$ cat src/design/mmpc_defs.vh
// Constants of the memory map position control block.
`ifndef MMPC_DEFS_VH
`define MMPC_DEFS_VH

// ****************************************************************
// Register indexes; the byte offset inside the block is four times the index.
// ****************************************************************
`define MMPC_IDX_RAM_POS       5'h10
`define MMPC_IDX_REGBLK_POS    5'h11
`define MMPC_IDX_EEPROM_POS    5'h12
`define MMPC_IDX_MISC          5'h13

// ****************************************************************
// Field layouts and reset values.
// ****************************************************************
`define MMPC_RAM_POS_RESET     8'h09
`define MMPC_RAM_WMASK         8'hF9
`define MMPC_REGBLK_WMASK      8'h78
`define MMPC_EE_BASE_WMASK     8'hF8
`define MMPC_EE_EN_BIT         0
`define MMPC_BASE_HI           7
`define MMPC_BASE_LO           3
`define MMPC_ALIGN_BIT         0
`define MMPC_REGBLK_HI         6
`define MMPC_STRETCH_HI        3
`define MMPC_STRETCH_LO        2
`define MMPC_UHO_BIT           1
`define MMPC_FLASH_EN_BIT      0
`define MMPC_MISC_LEN          4
`define MMPC_STRETCH_RESET     2'h3
`define MMPC_UHO_RESET         1'h0

// ****************************************************************
// Fixed address spaces.
// ****************************************************************
`define MMPC_ADDR_W            16
`define MMPC_BASE_SHIFT        11
`define MMPC_FLASH_LOW_BASE    16'h4000
`define MMPC_FLASH_WIN_BASE    16'h8000
`define MMPC_FLASH_HIGH_BASE   16'hC000
`define MMPC_FLASH_PAGE_MASK   16'hC000

// ****************************************************************
// Bus answers.
// ****************************************************************
`define MMPC_RESP_OKAY         2'h0
`define MMPC_RESP_SLVERR       2'h2

`endif

$ cat src/design/mmpc_window.v
// Address window compare used by the map decoder.
`timescale 1ns/100ps
module mmpc_window #(
   parameter AW = 16
) (
   input  wire [AW-1:0] addr,
   input  wire [AW-1:0] base,
   input  wire [AW-1:0] mask,
   output wire          hit
);

   assign hit = ((addr & mask) == (base & mask));

endmodule // mmpc_window

$ cat src/design/mmpc_field.v
// One control field with optional lock set by the first write outside special mode, and delayed mapping copy.
`timescale 1ns/100ps
module mmpc_field #(
   parameter W        = 8,
   parameter LOCKABLE = 1
) (
   input  wire         aclk,
   input  wire         aresetn,
   input  wire [W-1:0] reset_value,
   input  wire         wr_en,
   input  wire [W-1:0] wr_data,
   input  wire         special_mode,
   output reg  [W-1:0] value_reg,
   output reg  [W-1:0] active_reg
);

   reg lock_reg;

   always @(posedge aclk) begin
      if (!aresetn) begin
         value_reg  <= reset_value;
         active_reg <= reset_value;
         lock_reg   <= 1'b0;
      end else begin
         active_reg <= value_reg;
         if (wr_en && !(LOCKABLE != 0 && lock_reg)) begin
            value_reg <= wr_data;
         end
         if (wr_en && LOCKABLE != 0 && !special_mode) begin
            lock_reg <= 1'b1;
         end
      end
   end

endmodule // mmpc_field

$ cat src/design/mmpc_top.v
// Memory map position control registers with AXI4-Lite access and map decoder.
`timescale 1ns/100ps
`include "mmpc_defs.vh"
module mmpc_top #(
   parameter       RAM_REGION_LOG2   = 11,
   parameter       RAM_SIZE_BYTES    = 2048,
   parameter       REG_BLOCK_LOG2    = 11,
   parameter       EEPROM_LOG2       = 11,
   parameter       EE_BASE_ONCE      = 0,
   parameter [7:0] REGBLK_POS_RESET  = 8'h00,
   parameter [7:0] EEPROM_POS_RESET  = 8'h00
) (
   input  wire        aclk,
   input  wire        aresetn,
   input  wire [15:0] s_axi_awaddr,
   input  wire [2:0]  s_axi_awprot,
   input  wire        s_axi_awvalid,
   output wire        s_axi_awready,
   input  wire [31:0] s_axi_wdata,
   input  wire [3:0]  s_axi_wstrb,
   input  wire        s_axi_wvalid,
   output wire        s_axi_wready,
   output reg  [1:0]  s_axi_bresp,
   output reg         s_axi_bvalid,
   input  wire        s_axi_bready,
   input  wire [15:0] s_axi_araddr,
   input  wire [2:0]  s_axi_arprot,
   input  wire        s_axi_arvalid,
   output wire        s_axi_arready,
   output reg  [31:0] s_axi_rdata,
   output reg  [1:0]  s_axi_rresp,
   output reg         s_axi_rvalid,
   input  wire        s_axi_rready,
   input  wire        special_mode,
   input  wire        single_chip_or_periph_mode,
   input  wire        special_test_mode,
   input  wire        flash_enable_strap,
   input  wire [15:0] core_addr,
   output reg         ram_select,
   output reg         regs_select,
   output reg         eeprom_select,
   output reg         flash_select,
   output reg         flash_page_window,
   output reg         external_select,
   output reg  [1:0]  stretch_cycles
);

   // ****************************************************************
   // Write channel capture.
   // ****************************************************************
   reg  [15:0] aw_addr_reg;
   reg         aw_have_reg;
   reg  [31:0] w_data_reg;
   reg  [3:0]  w_strb_reg;
   reg         w_have_reg;
   wire        wr_go;
   wire [7:0]  wbyte;
   wire        wlane;

   assign s_axi_awready = !aw_have_reg && !s_axi_bvalid;
   assign s_axi_wready  = !w_have_reg && !s_axi_bvalid;
   assign s_axi_arready = !s_axi_rvalid;
   assign wr_go         = aw_have_reg && w_have_reg && !s_axi_bvalid;
   assign wbyte         = w_data_reg[7:0];
   assign wlane         = w_strb_reg[0];

   always @(posedge aclk) begin
      if (!aresetn) begin
         aw_addr_reg <= 16'h0000;
         aw_have_reg <= 1'b0;
         w_data_reg  <= 32'h00000000;
         w_strb_reg  <= 4'h0;
         w_have_reg  <= 1'b0;
      end else begin
         if (s_axi_awvalid && s_axi_awready) begin
            aw_addr_reg <= s_axi_awaddr;
            aw_have_reg <= 1'b1;
         end else if (wr_go) begin
            aw_have_reg <= 1'b0;
         end
         if (s_axi_wvalid && s_axi_wready) begin
            w_data_reg <= s_axi_wdata;
            w_strb_reg <= s_axi_wstrb;
            w_have_reg <= 1'b1;
         end else if (wr_go) begin
            w_have_reg <= 1'b0;
         end
      end
   end

   // ****************************************************************
   // Register decode relative to the active register block base.
   // ****************************************************************
   wire [3:0]  regblk_active;
   wire [4:0]  regblk_base5;
   reg         w_hit;
   reg  [4:0]  w_idx;
   reg         r_hit;
   reg  [4:0]  r_idx;

   assign regblk_base5 = {1'b0, regblk_active};

   always @* begin
      w_hit = (aw_addr_reg[15:`MMPC_BASE_SHIFT] == regblk_base5)
              && (aw_addr_reg[10:7] == 4'h0) && (aw_addr_reg[1:0] == 2'h0);
      w_idx = aw_addr_reg[6:2];
      if (w_idx != `MMPC_IDX_RAM_POS && w_idx != `MMPC_IDX_REGBLK_POS
          && w_idx != `MMPC_IDX_EEPROM_POS && w_idx != `MMPC_IDX_MISC) begin
         w_hit = 1'b0;
      end
      r_hit = (s_axi_araddr[15:`MMPC_BASE_SHIFT] == regblk_base5)
              && (s_axi_araddr[10:7] == 4'h0) && (s_axi_araddr[1:0] == 2'h0);
      r_idx = s_axi_araddr[6:2];
      if (r_idx != `MMPC_IDX_RAM_POS && r_idx != `MMPC_IDX_REGBLK_POS
          && r_idx != `MMPC_IDX_EEPROM_POS && r_idx != `MMPC_IDX_MISC) begin
         r_hit = 1'b0;
      end
   end

   wire wr_ram    = wr_go && w_hit && wlane && (w_idx == `MMPC_IDX_RAM_POS);
   wire wr_regblk = wr_go && w_hit && wlane && (w_idx == `MMPC_IDX_REGBLK_POS);
   wire wr_ee     = wr_go && w_hit && wlane && (w_idx == `MMPC_IDX_EEPROM_POS);
   wire wr_misc   = wr_go && w_hit && wlane && (w_idx == `MMPC_IDX_MISC);

   // ****************************************************************
   // Control fields.
   // ****************************************************************
   wire [7:0] ram_pos_value;
   wire [7:0] ram_pos_active;
   wire [3:0] regblk_value;
   wire [4:0] ee_base_value;
   wire [4:0] ee_base_active;
   wire       ee_en_value;
   wire       ee_en_active;
   wire [3:0] misc_value;
   wire [3:0] misc_active;
   reg        flash_en_reset;
   wire [3:0] misc_reset;

   always @* begin
      if (single_chip_or_periph_mode) begin
         flash_en_reset = 1'b1;
      end else if (special_test_mode) begin
         flash_en_reset = 1'b0;
      end else begin
         flash_en_reset = flash_enable_strap;
      end
   end

   assign misc_reset = {`MMPC_STRETCH_RESET, `MMPC_UHO_RESET, flash_en_reset};

   mmpc_field #(.W(8), .LOCKABLE(1)) u_ram_pos (
      .aclk         (aclk),
      .aresetn      (aresetn),
      .reset_value  (`MMPC_RAM_POS_RESET),
      .wr_en        (wr_ram),
      .wr_data      (wbyte & `MMPC_RAM_WMASK),
      .special_mode (special_mode),
      .value_reg    (ram_pos_value),
      .active_reg   (ram_pos_active)
   );

   mmpc_field #(.W(4), .LOCKABLE(1)) u_regblk_pos (
      .aclk         (aclk),
      .aresetn      (aresetn),
      .reset_value  (REGBLK_POS_RESET[`MMPC_REGBLK_HI:`MMPC_BASE_LO]),
      .wr_en        (wr_regblk),
      .wr_data      (wbyte[`MMPC_REGBLK_HI:`MMPC_BASE_LO]),
      .special_mode (special_mode),
      .value_reg    (regblk_value),
      .active_reg   (regblk_active)
   );

   mmpc_field #(.W(5), .LOCKABLE(EE_BASE_ONCE)) u_ee_base (
      .aclk         (aclk),
      .aresetn      (aresetn),
      .reset_value  (EEPROM_POS_RESET[`MMPC_BASE_HI:`MMPC_BASE_LO]),
      .wr_en        (wr_ee),
      .wr_data      (wbyte[`MMPC_BASE_HI:`MMPC_BASE_LO]),
      .special_mode (special_mode),
      .value_reg    (ee_base_value),
      .active_reg   (ee_base_active)
   );

   mmpc_field #(.W(1), .LOCKABLE(0)) u_ee_en (
      .aclk         (aclk),
      .aresetn      (aresetn),
      .reset_value  (EEPROM_POS_RESET[`MMPC_EE_EN_BIT]),
      .wr_en        (wr_ee),
      .wr_data      (wbyte[`MMPC_EE_EN_BIT]),
      .special_mode (special_mode),
      .value_reg    (ee_en_value),
      .active_reg   (ee_en_active)
   );

   mmpc_field #(.W(`MMPC_MISC_LEN), .LOCKABLE(1)) u_misc (
      .aclk         (aclk),
      .aresetn      (aresetn),
      .reset_value  (misc_reset),
      .wr_en        (wr_misc),
      .wr_data      (wbyte[`MMPC_MISC_LEN-1:0]),
      .special_mode (special_mode),
      .value_reg    (misc_value),
      .active_reg   (misc_active)
   );

   // ****************************************************************
   // Write response.
   // ****************************************************************
   always @(posedge aclk) begin
      if (!aresetn) begin
         s_axi_bvalid <= 1'b0;
         s_axi_bresp  <= `MMPC_RESP_OKAY;
      end else begin
         if (wr_go) begin
            s_axi_bvalid <= 1'b1;
            s_axi_bresp  <= w_hit ? `MMPC_RESP_OKAY : `MMPC_RESP_SLVERR;
         end else if (s_axi_bready) begin
            s_axi_bvalid <= 1'b0;
         end
      end
   end

   // ****************************************************************
   // Read path.
   // ****************************************************************
   reg [7:0] rbyte;

   always @* begin
      case (r_idx)
         `MMPC_IDX_RAM_POS: begin
            rbyte = ram_pos_value;
         end
         `MMPC_IDX_REGBLK_POS: begin
            rbyte = {1'b0, regblk_value, 3'h0};
         end
         `MMPC_IDX_EEPROM_POS: begin
            rbyte = {ee_base_value, 2'h0, ee_en_value};
         end
         `MMPC_IDX_MISC: begin
            rbyte = {4'h0, misc_value};
         end
         default: begin
            rbyte = 8'h00;
         end
      endcase
   end

   always @(posedge aclk) begin
      if (!aresetn) begin
         s_axi_rvalid <= 1'b0;
         s_axi_rdata  <= 32'h00000000;
         s_axi_rresp  <= `MMPC_RESP_OKAY;
      end else begin
         if (s_axi_arvalid && s_axi_arready) begin
            s_axi_rvalid <= 1'b1;
            s_axi_rdata  <= r_hit ? {24'h000000, rbyte} : 32'h00000000;
            s_axi_rresp  <= r_hit ? `MMPC_RESP_OKAY : `MMPC_RESP_SLVERR;
         end else if (s_axi_rready) begin
            s_axi_rvalid <= 1'b0;
         end
      end
   end

   // ****************************************************************
   // Memory map decode from the active copies.
   // ****************************************************************
   localparam [15:0] RAM_REGION_MASK = ~((16'h0001 << RAM_REGION_LOG2) - 16'h0001);
   localparam [15:0] RAM_REGION_SIZE = 16'h0001 << RAM_REGION_LOG2;
   localparam [15:0] RAM_SIZE        = RAM_SIZE_BYTES[15:0];
   localparam [15:0] REG_BLOCK_MASK  = ~((16'h0001 << REG_BLOCK_LOG2) - 16'h0001);
   localparam [15:0] EEPROM_MASK     = ~((16'h0001 << EEPROM_LOG2) - 16'h0001);

   wire [15:0] ram_region_base;
   wire [15:0] ram_offset;
   wire        ram_region_hit;
   wire        ram_hit;
   wire        regs_hit;
   wire        ee_window_hit;
   wire        ee_hit;
   wire        flash_low_page;
   wire        flash_hit;
   wire        win_hit;

   assign ram_region_base = {ram_pos_active[`MMPC_BASE_HI:`MMPC_BASE_LO], 11'h000} & RAM_REGION_MASK;
   assign ram_offset      = core_addr - ram_region_base;

   mmpc_window #(.AW(`MMPC_ADDR_W)) u_ram_region (
      .addr (core_addr),
      .base (ram_region_base),
      .mask (RAM_REGION_MASK),
      .hit  (ram_region_hit)
   );

   assign ram_hit = ram_region_hit && (ram_pos_active[`MMPC_ALIGN_BIT]
                    ? (ram_offset >= (RAM_REGION_SIZE - RAM_SIZE))
                    : (ram_offset < RAM_SIZE));

   mmpc_window #(.AW(`MMPC_ADDR_W)) u_regs (
      .addr (core_addr),
      .base ({regblk_base5, 11'h000}),
      .mask (REG_BLOCK_MASK),
      .hit  (regs_hit)
   );

   mmpc_window #(.AW(`MMPC_ADDR_W)) u_eeprom (
      .addr (core_addr),
      .base ({ee_base_active, 11'h000}),
      .mask (EEPROM_MASK),
      .hit  (ee_window_hit)
   );

   assign ee_hit = ee_en_active && ee_window_hit;

   assign win_hit        = (core_addr & `MMPC_FLASH_PAGE_MASK) == `MMPC_FLASH_WIN_BASE;
   assign flash_low_page = (core_addr & `MMPC_FLASH_PAGE_MASK) == `MMPC_FLASH_LOW_BASE;
   assign flash_hit      = misc_active[`MMPC_FLASH_EN_BIT] && (win_hit
                           || ((core_addr & `MMPC_FLASH_PAGE_MASK) == `MMPC_FLASH_HIGH_BASE)
                           || (flash_low_page && !misc_active[`MMPC_UHO_BIT]));

   always @(posedge aclk) begin
      if (!aresetn) begin
         ram_select        <= 1'b0;
         regs_select       <= 1'b0;
         eeprom_select     <= 1'b0;
         flash_select      <= 1'b0;
         flash_page_window <= 1'b0;
         external_select   <= 1'b0;
         stretch_cycles    <= 2'h0;
      end else begin
         regs_select       <= regs_hit;
         ram_select        <= !regs_hit && ram_hit;
         eeprom_select     <= !regs_hit && !ram_hit && ee_hit;
         flash_select      <= !regs_hit && !ram_hit && !ee_hit && flash_hit;
         flash_page_window <= !regs_hit && !ram_hit && !ee_hit && flash_hit && win_hit;
         external_select   <= !single_chip_or_periph_mode && !regs_hit && !ram_hit && !ee_hit && !flash_hit;
         if (single_chip_or_periph_mode) begin
            stretch_cycles <= 2'h0;
         end else begin
            stretch_cycles <= misc_active[`MMPC_STRETCH_HI:`MMPC_STRETCH_LO];
         end
      end
   end

endmodule // mmpc_top

$ cat config.mk
export PLATFORM = sky130hd
export DESIGN_NAME = mmpc_top
export DESIGN_NICKNAME = d
export VERILOG_FILES = /design/src/design/mmpc_window.v /design/src/design/mmpc_field.v /design/src/design/mmpc_top.v
export VERILOG_INCLUDE_DIRS = /design/src /design/src/design
export SDC_FILE = /design/constraint.sdc
export NUM_CORES = 1
export LEC_CHECK = 0
export BUFFER_PORTS_ARGS = -buffer_cell sky130_fd_sc_hd__buf_4
export CAP_MARGIN = 10
export CORE_MARGIN = 1.5
export CORE_UTILIZATION = 30
export DETAILED_ROUTE_END_ITERATION = 10
export MAX_ROUTING_LAYER = met4
export SLEW_MARGIN = 10
export SYNTH_ARGS = -nofsm -noshare
export SYNTH_HDL_FRONTEND = slang
export SYNTH_HIERARCHICAL = 1
export SYNTH_SLANG_ARGS = --single-unit
$ cat constraint.sdc
create_clock -name aclk -period 3 [get_ports aclk]
set_input_delay 0.15 -clock aclk [delete_from_list [all_inputs] [get_ports aclk]]
set_output_delay 0.15 -clock aclk [all_outputs]
set_load 0.05 [all_outputs]
==> results.yml <==
global_route:
  antenna_found_initial: 0
  grt-ovfl-total: 0
  grt_pass1_vias: 3356
  grt_first_pass_wirelength_mm: 16.2
  grt_max_degree: 58
  grt_usage_pct: 12.8
power:
  ir_drop_uv: 302
  p_leak_nw: 2.94
  power.density_nw_per_um2: 487
  p_total_mw: 3.08
clock_tree:
  clk_pin_slew_ns: 0.06
  ctsHoldBuffers: 0
  htree_levels: 3
  post_cts_buffers: 0
  cts_resized: 0
  cts_root_buf: "clkbuf_16"
  cts_tree: "built"
  cts_sinks: 92
  insertion_delay_ns: 0.34
  clockBufferDepth: 2
  cts_buffers: 9
detailed_routing:
  route.detailed.drc: 0
  avgRoutedWirePerCell_um: 10.7
  vias_per_cell: 3.88
  drt_wl_total_mm: 10.0
  ant_nets: 0
  dr.pass1.iters: 4
  routed-via-count: 3641
  dr.first_iter.drc_count: 150
finish:
  area_growth_pct: 30.6
  drive_above_1_share_pct: 17.2
  final_core_util_pct: 39.9
  largest_register_ffs: 16
  nets: 823
  final_cell_area_sq_um: 6320
  antenna_cells: 0
timing:
  period_minus_slack_ns: 2.21
  drv_slew: 0
  hold_violations: 0
  timing.final.crit_share_pct: 73.8
  fin_worst_skew_ns: 0.00705
  setup_violations: 0
  fmax_mhz: 452
  worst_pin_slew_ns: 0.619
  setup_tns_ns: 0
  rsz0062_at_grt: "no"
  slew_headroom_pct: 58.4
  holdWs_ns: 0.0148
worst_setup_path:
  worstSetupEndpoint: "u_regblk_pos/value_reg[2]$_DFFE_PP_"
  cp_slowest_cell: "o21ai_0"
  criticalPathCategory: "register to register"
  reg2reg_to: "u_regblk_pos/value_reg[2]$_DFFE_PP_"
  critical_path.max_stage_delay_ns: 0.49
  worstPathArrival_ns: 2.19
  r2r_slack_ns: 0.79
  crit_path_max_fanout: 4
  cp-end-kind: "register"
  worstSetupStartpoint: "aw_addr_reg[10]$_SDFFE_PN0P_"
  cp-start-kind: "register"
  worstPathCellList: "nor4_1 > nand4_1 > nor2_1 > nand3_1 > nor3_1 > inv_1 > o21ai_0"
  crit_required_ns: 2.97
  reg2reg_depth: 7
  worstReg2RegStart: "aw_addr_reg[10]$_SDFFE_PN0P_"
hold_path:
  hold_path_class: "primary input to register"
floorplan:
  die_width_um: 130
  die_area_sq_um: 16900
  coreArea_sq_um: 15800
  start_util_pct: 30.6
  fp.dieH_um: 130
  pin_count: 150
  row_count: 46
synthesis:
  avgSynthCellArea_sq_um: 9.33
  synthCells: 519
  yosysWarnings: 6
  syn_area_sq_um: 4840
run_status:
  status: "complete, no violations"
placed_design:
  io_buffers: 90
  gp_congestion: 0.739
  dp_hpwl_mm: 7.89
  place_area_sq_um: 6030
flow_run:
  timing.max_cap.violations: 0
[critical path, delay by kind of cell (launching register included)]
| family | cells | cell delay (ns) |
|---|---|---|
| buffers and inverters | 1 | 0.06 |
| flip-flops | 1 | 0.31 |
| AO/OA/AOI/OAI | 1 | 0.49 |
| AND/OR/NAND/NOR | 5 | 1.00 |
[layer usage]
metal	vias up	track usage [%]	part of all wire [%]
met4	0	4.12	1.2
met1	1562	15.5	48
met5	-	-	0
met2	73	21.0	47
li1	1998	-	-
met3	8	3.24	4.1
[worst min-delay path by stage]
stage	from	end	slack (ns)	cells past startpoint
3_3_place_gp	single_chip_or_periph_mode	external_select$_SDFF_PN0_	0.37	2
3_5_place_dp	single_chip_or_periph_mode	external_select$_SDFF_PN0_	0.37	2
5_1_grt	single_chip_or_periph_mode	external_select$_SDFF_PN0_	0.005	2
2_1_floorplan	single_chip_or_periph_mode	external_select$_SDFF_PN0_	0.23	1
4_1_cts	single_chip_or_periph_mode	external_select$_SDFF_PN0_	0.007	2
6_report	single_chip_or_periph_mode	external_select$_SDFF_PN0_	0.01	2
[metrics by stage]
step,setup WS [ns],cells
finish,0.786,938
detailed placement,0.769,922
CTS,0.746,938
global route,0.563,938
global placement,0.781,922
floorplan,0.608,654
[where the power goes]
group | leakage [nW] | total, mW | internal (mW) | switching (mW)
Clock | 0.145 | 1.12 | 0.663 | 0.459
Sequential | 0.799 | 1.40 | 1.35 | 0.0514
Combinational | 2.00 | 0.554 | 0.227 | 0.327
Total | 2.94 | 3.08 | 2.24 | 0.837
[final cells by class]
class | instances | area, sq um
Inverter | 14 | 52.6
Fill cell | 1631 | 9510
Sequential cell | 92 | 2060
Tap cell | 216 | 270
Multi-Input combinational cell | 506 | 2940
Timing Repair Buffer | 94 | 706
Clock inverter | 5 | 51.3
Clock buffer | 11 | 243
[placed cells by master (no fill, tap or decap), types with 5 or more instances in the layout]
cell / instances
conb_1: 137
nand2_1: 120
buf_4: 94
dfxtp_1: 70
xor2_1: 50
a22oi_1: 31
a21boi_0: 28
edfxtp_1: 22
nand2b_1: 18
nor2b_1: 15
inv_1: 14
nor2_1: 11
o21ai_0: 10
nand4_1: 9
clkbuf_16: 9
mux2_4: 9
xnor2_1: 8
nor3_1: 7
o21a_1: 5
mux2i_1: 5
(Power assumes the default switching activity.)
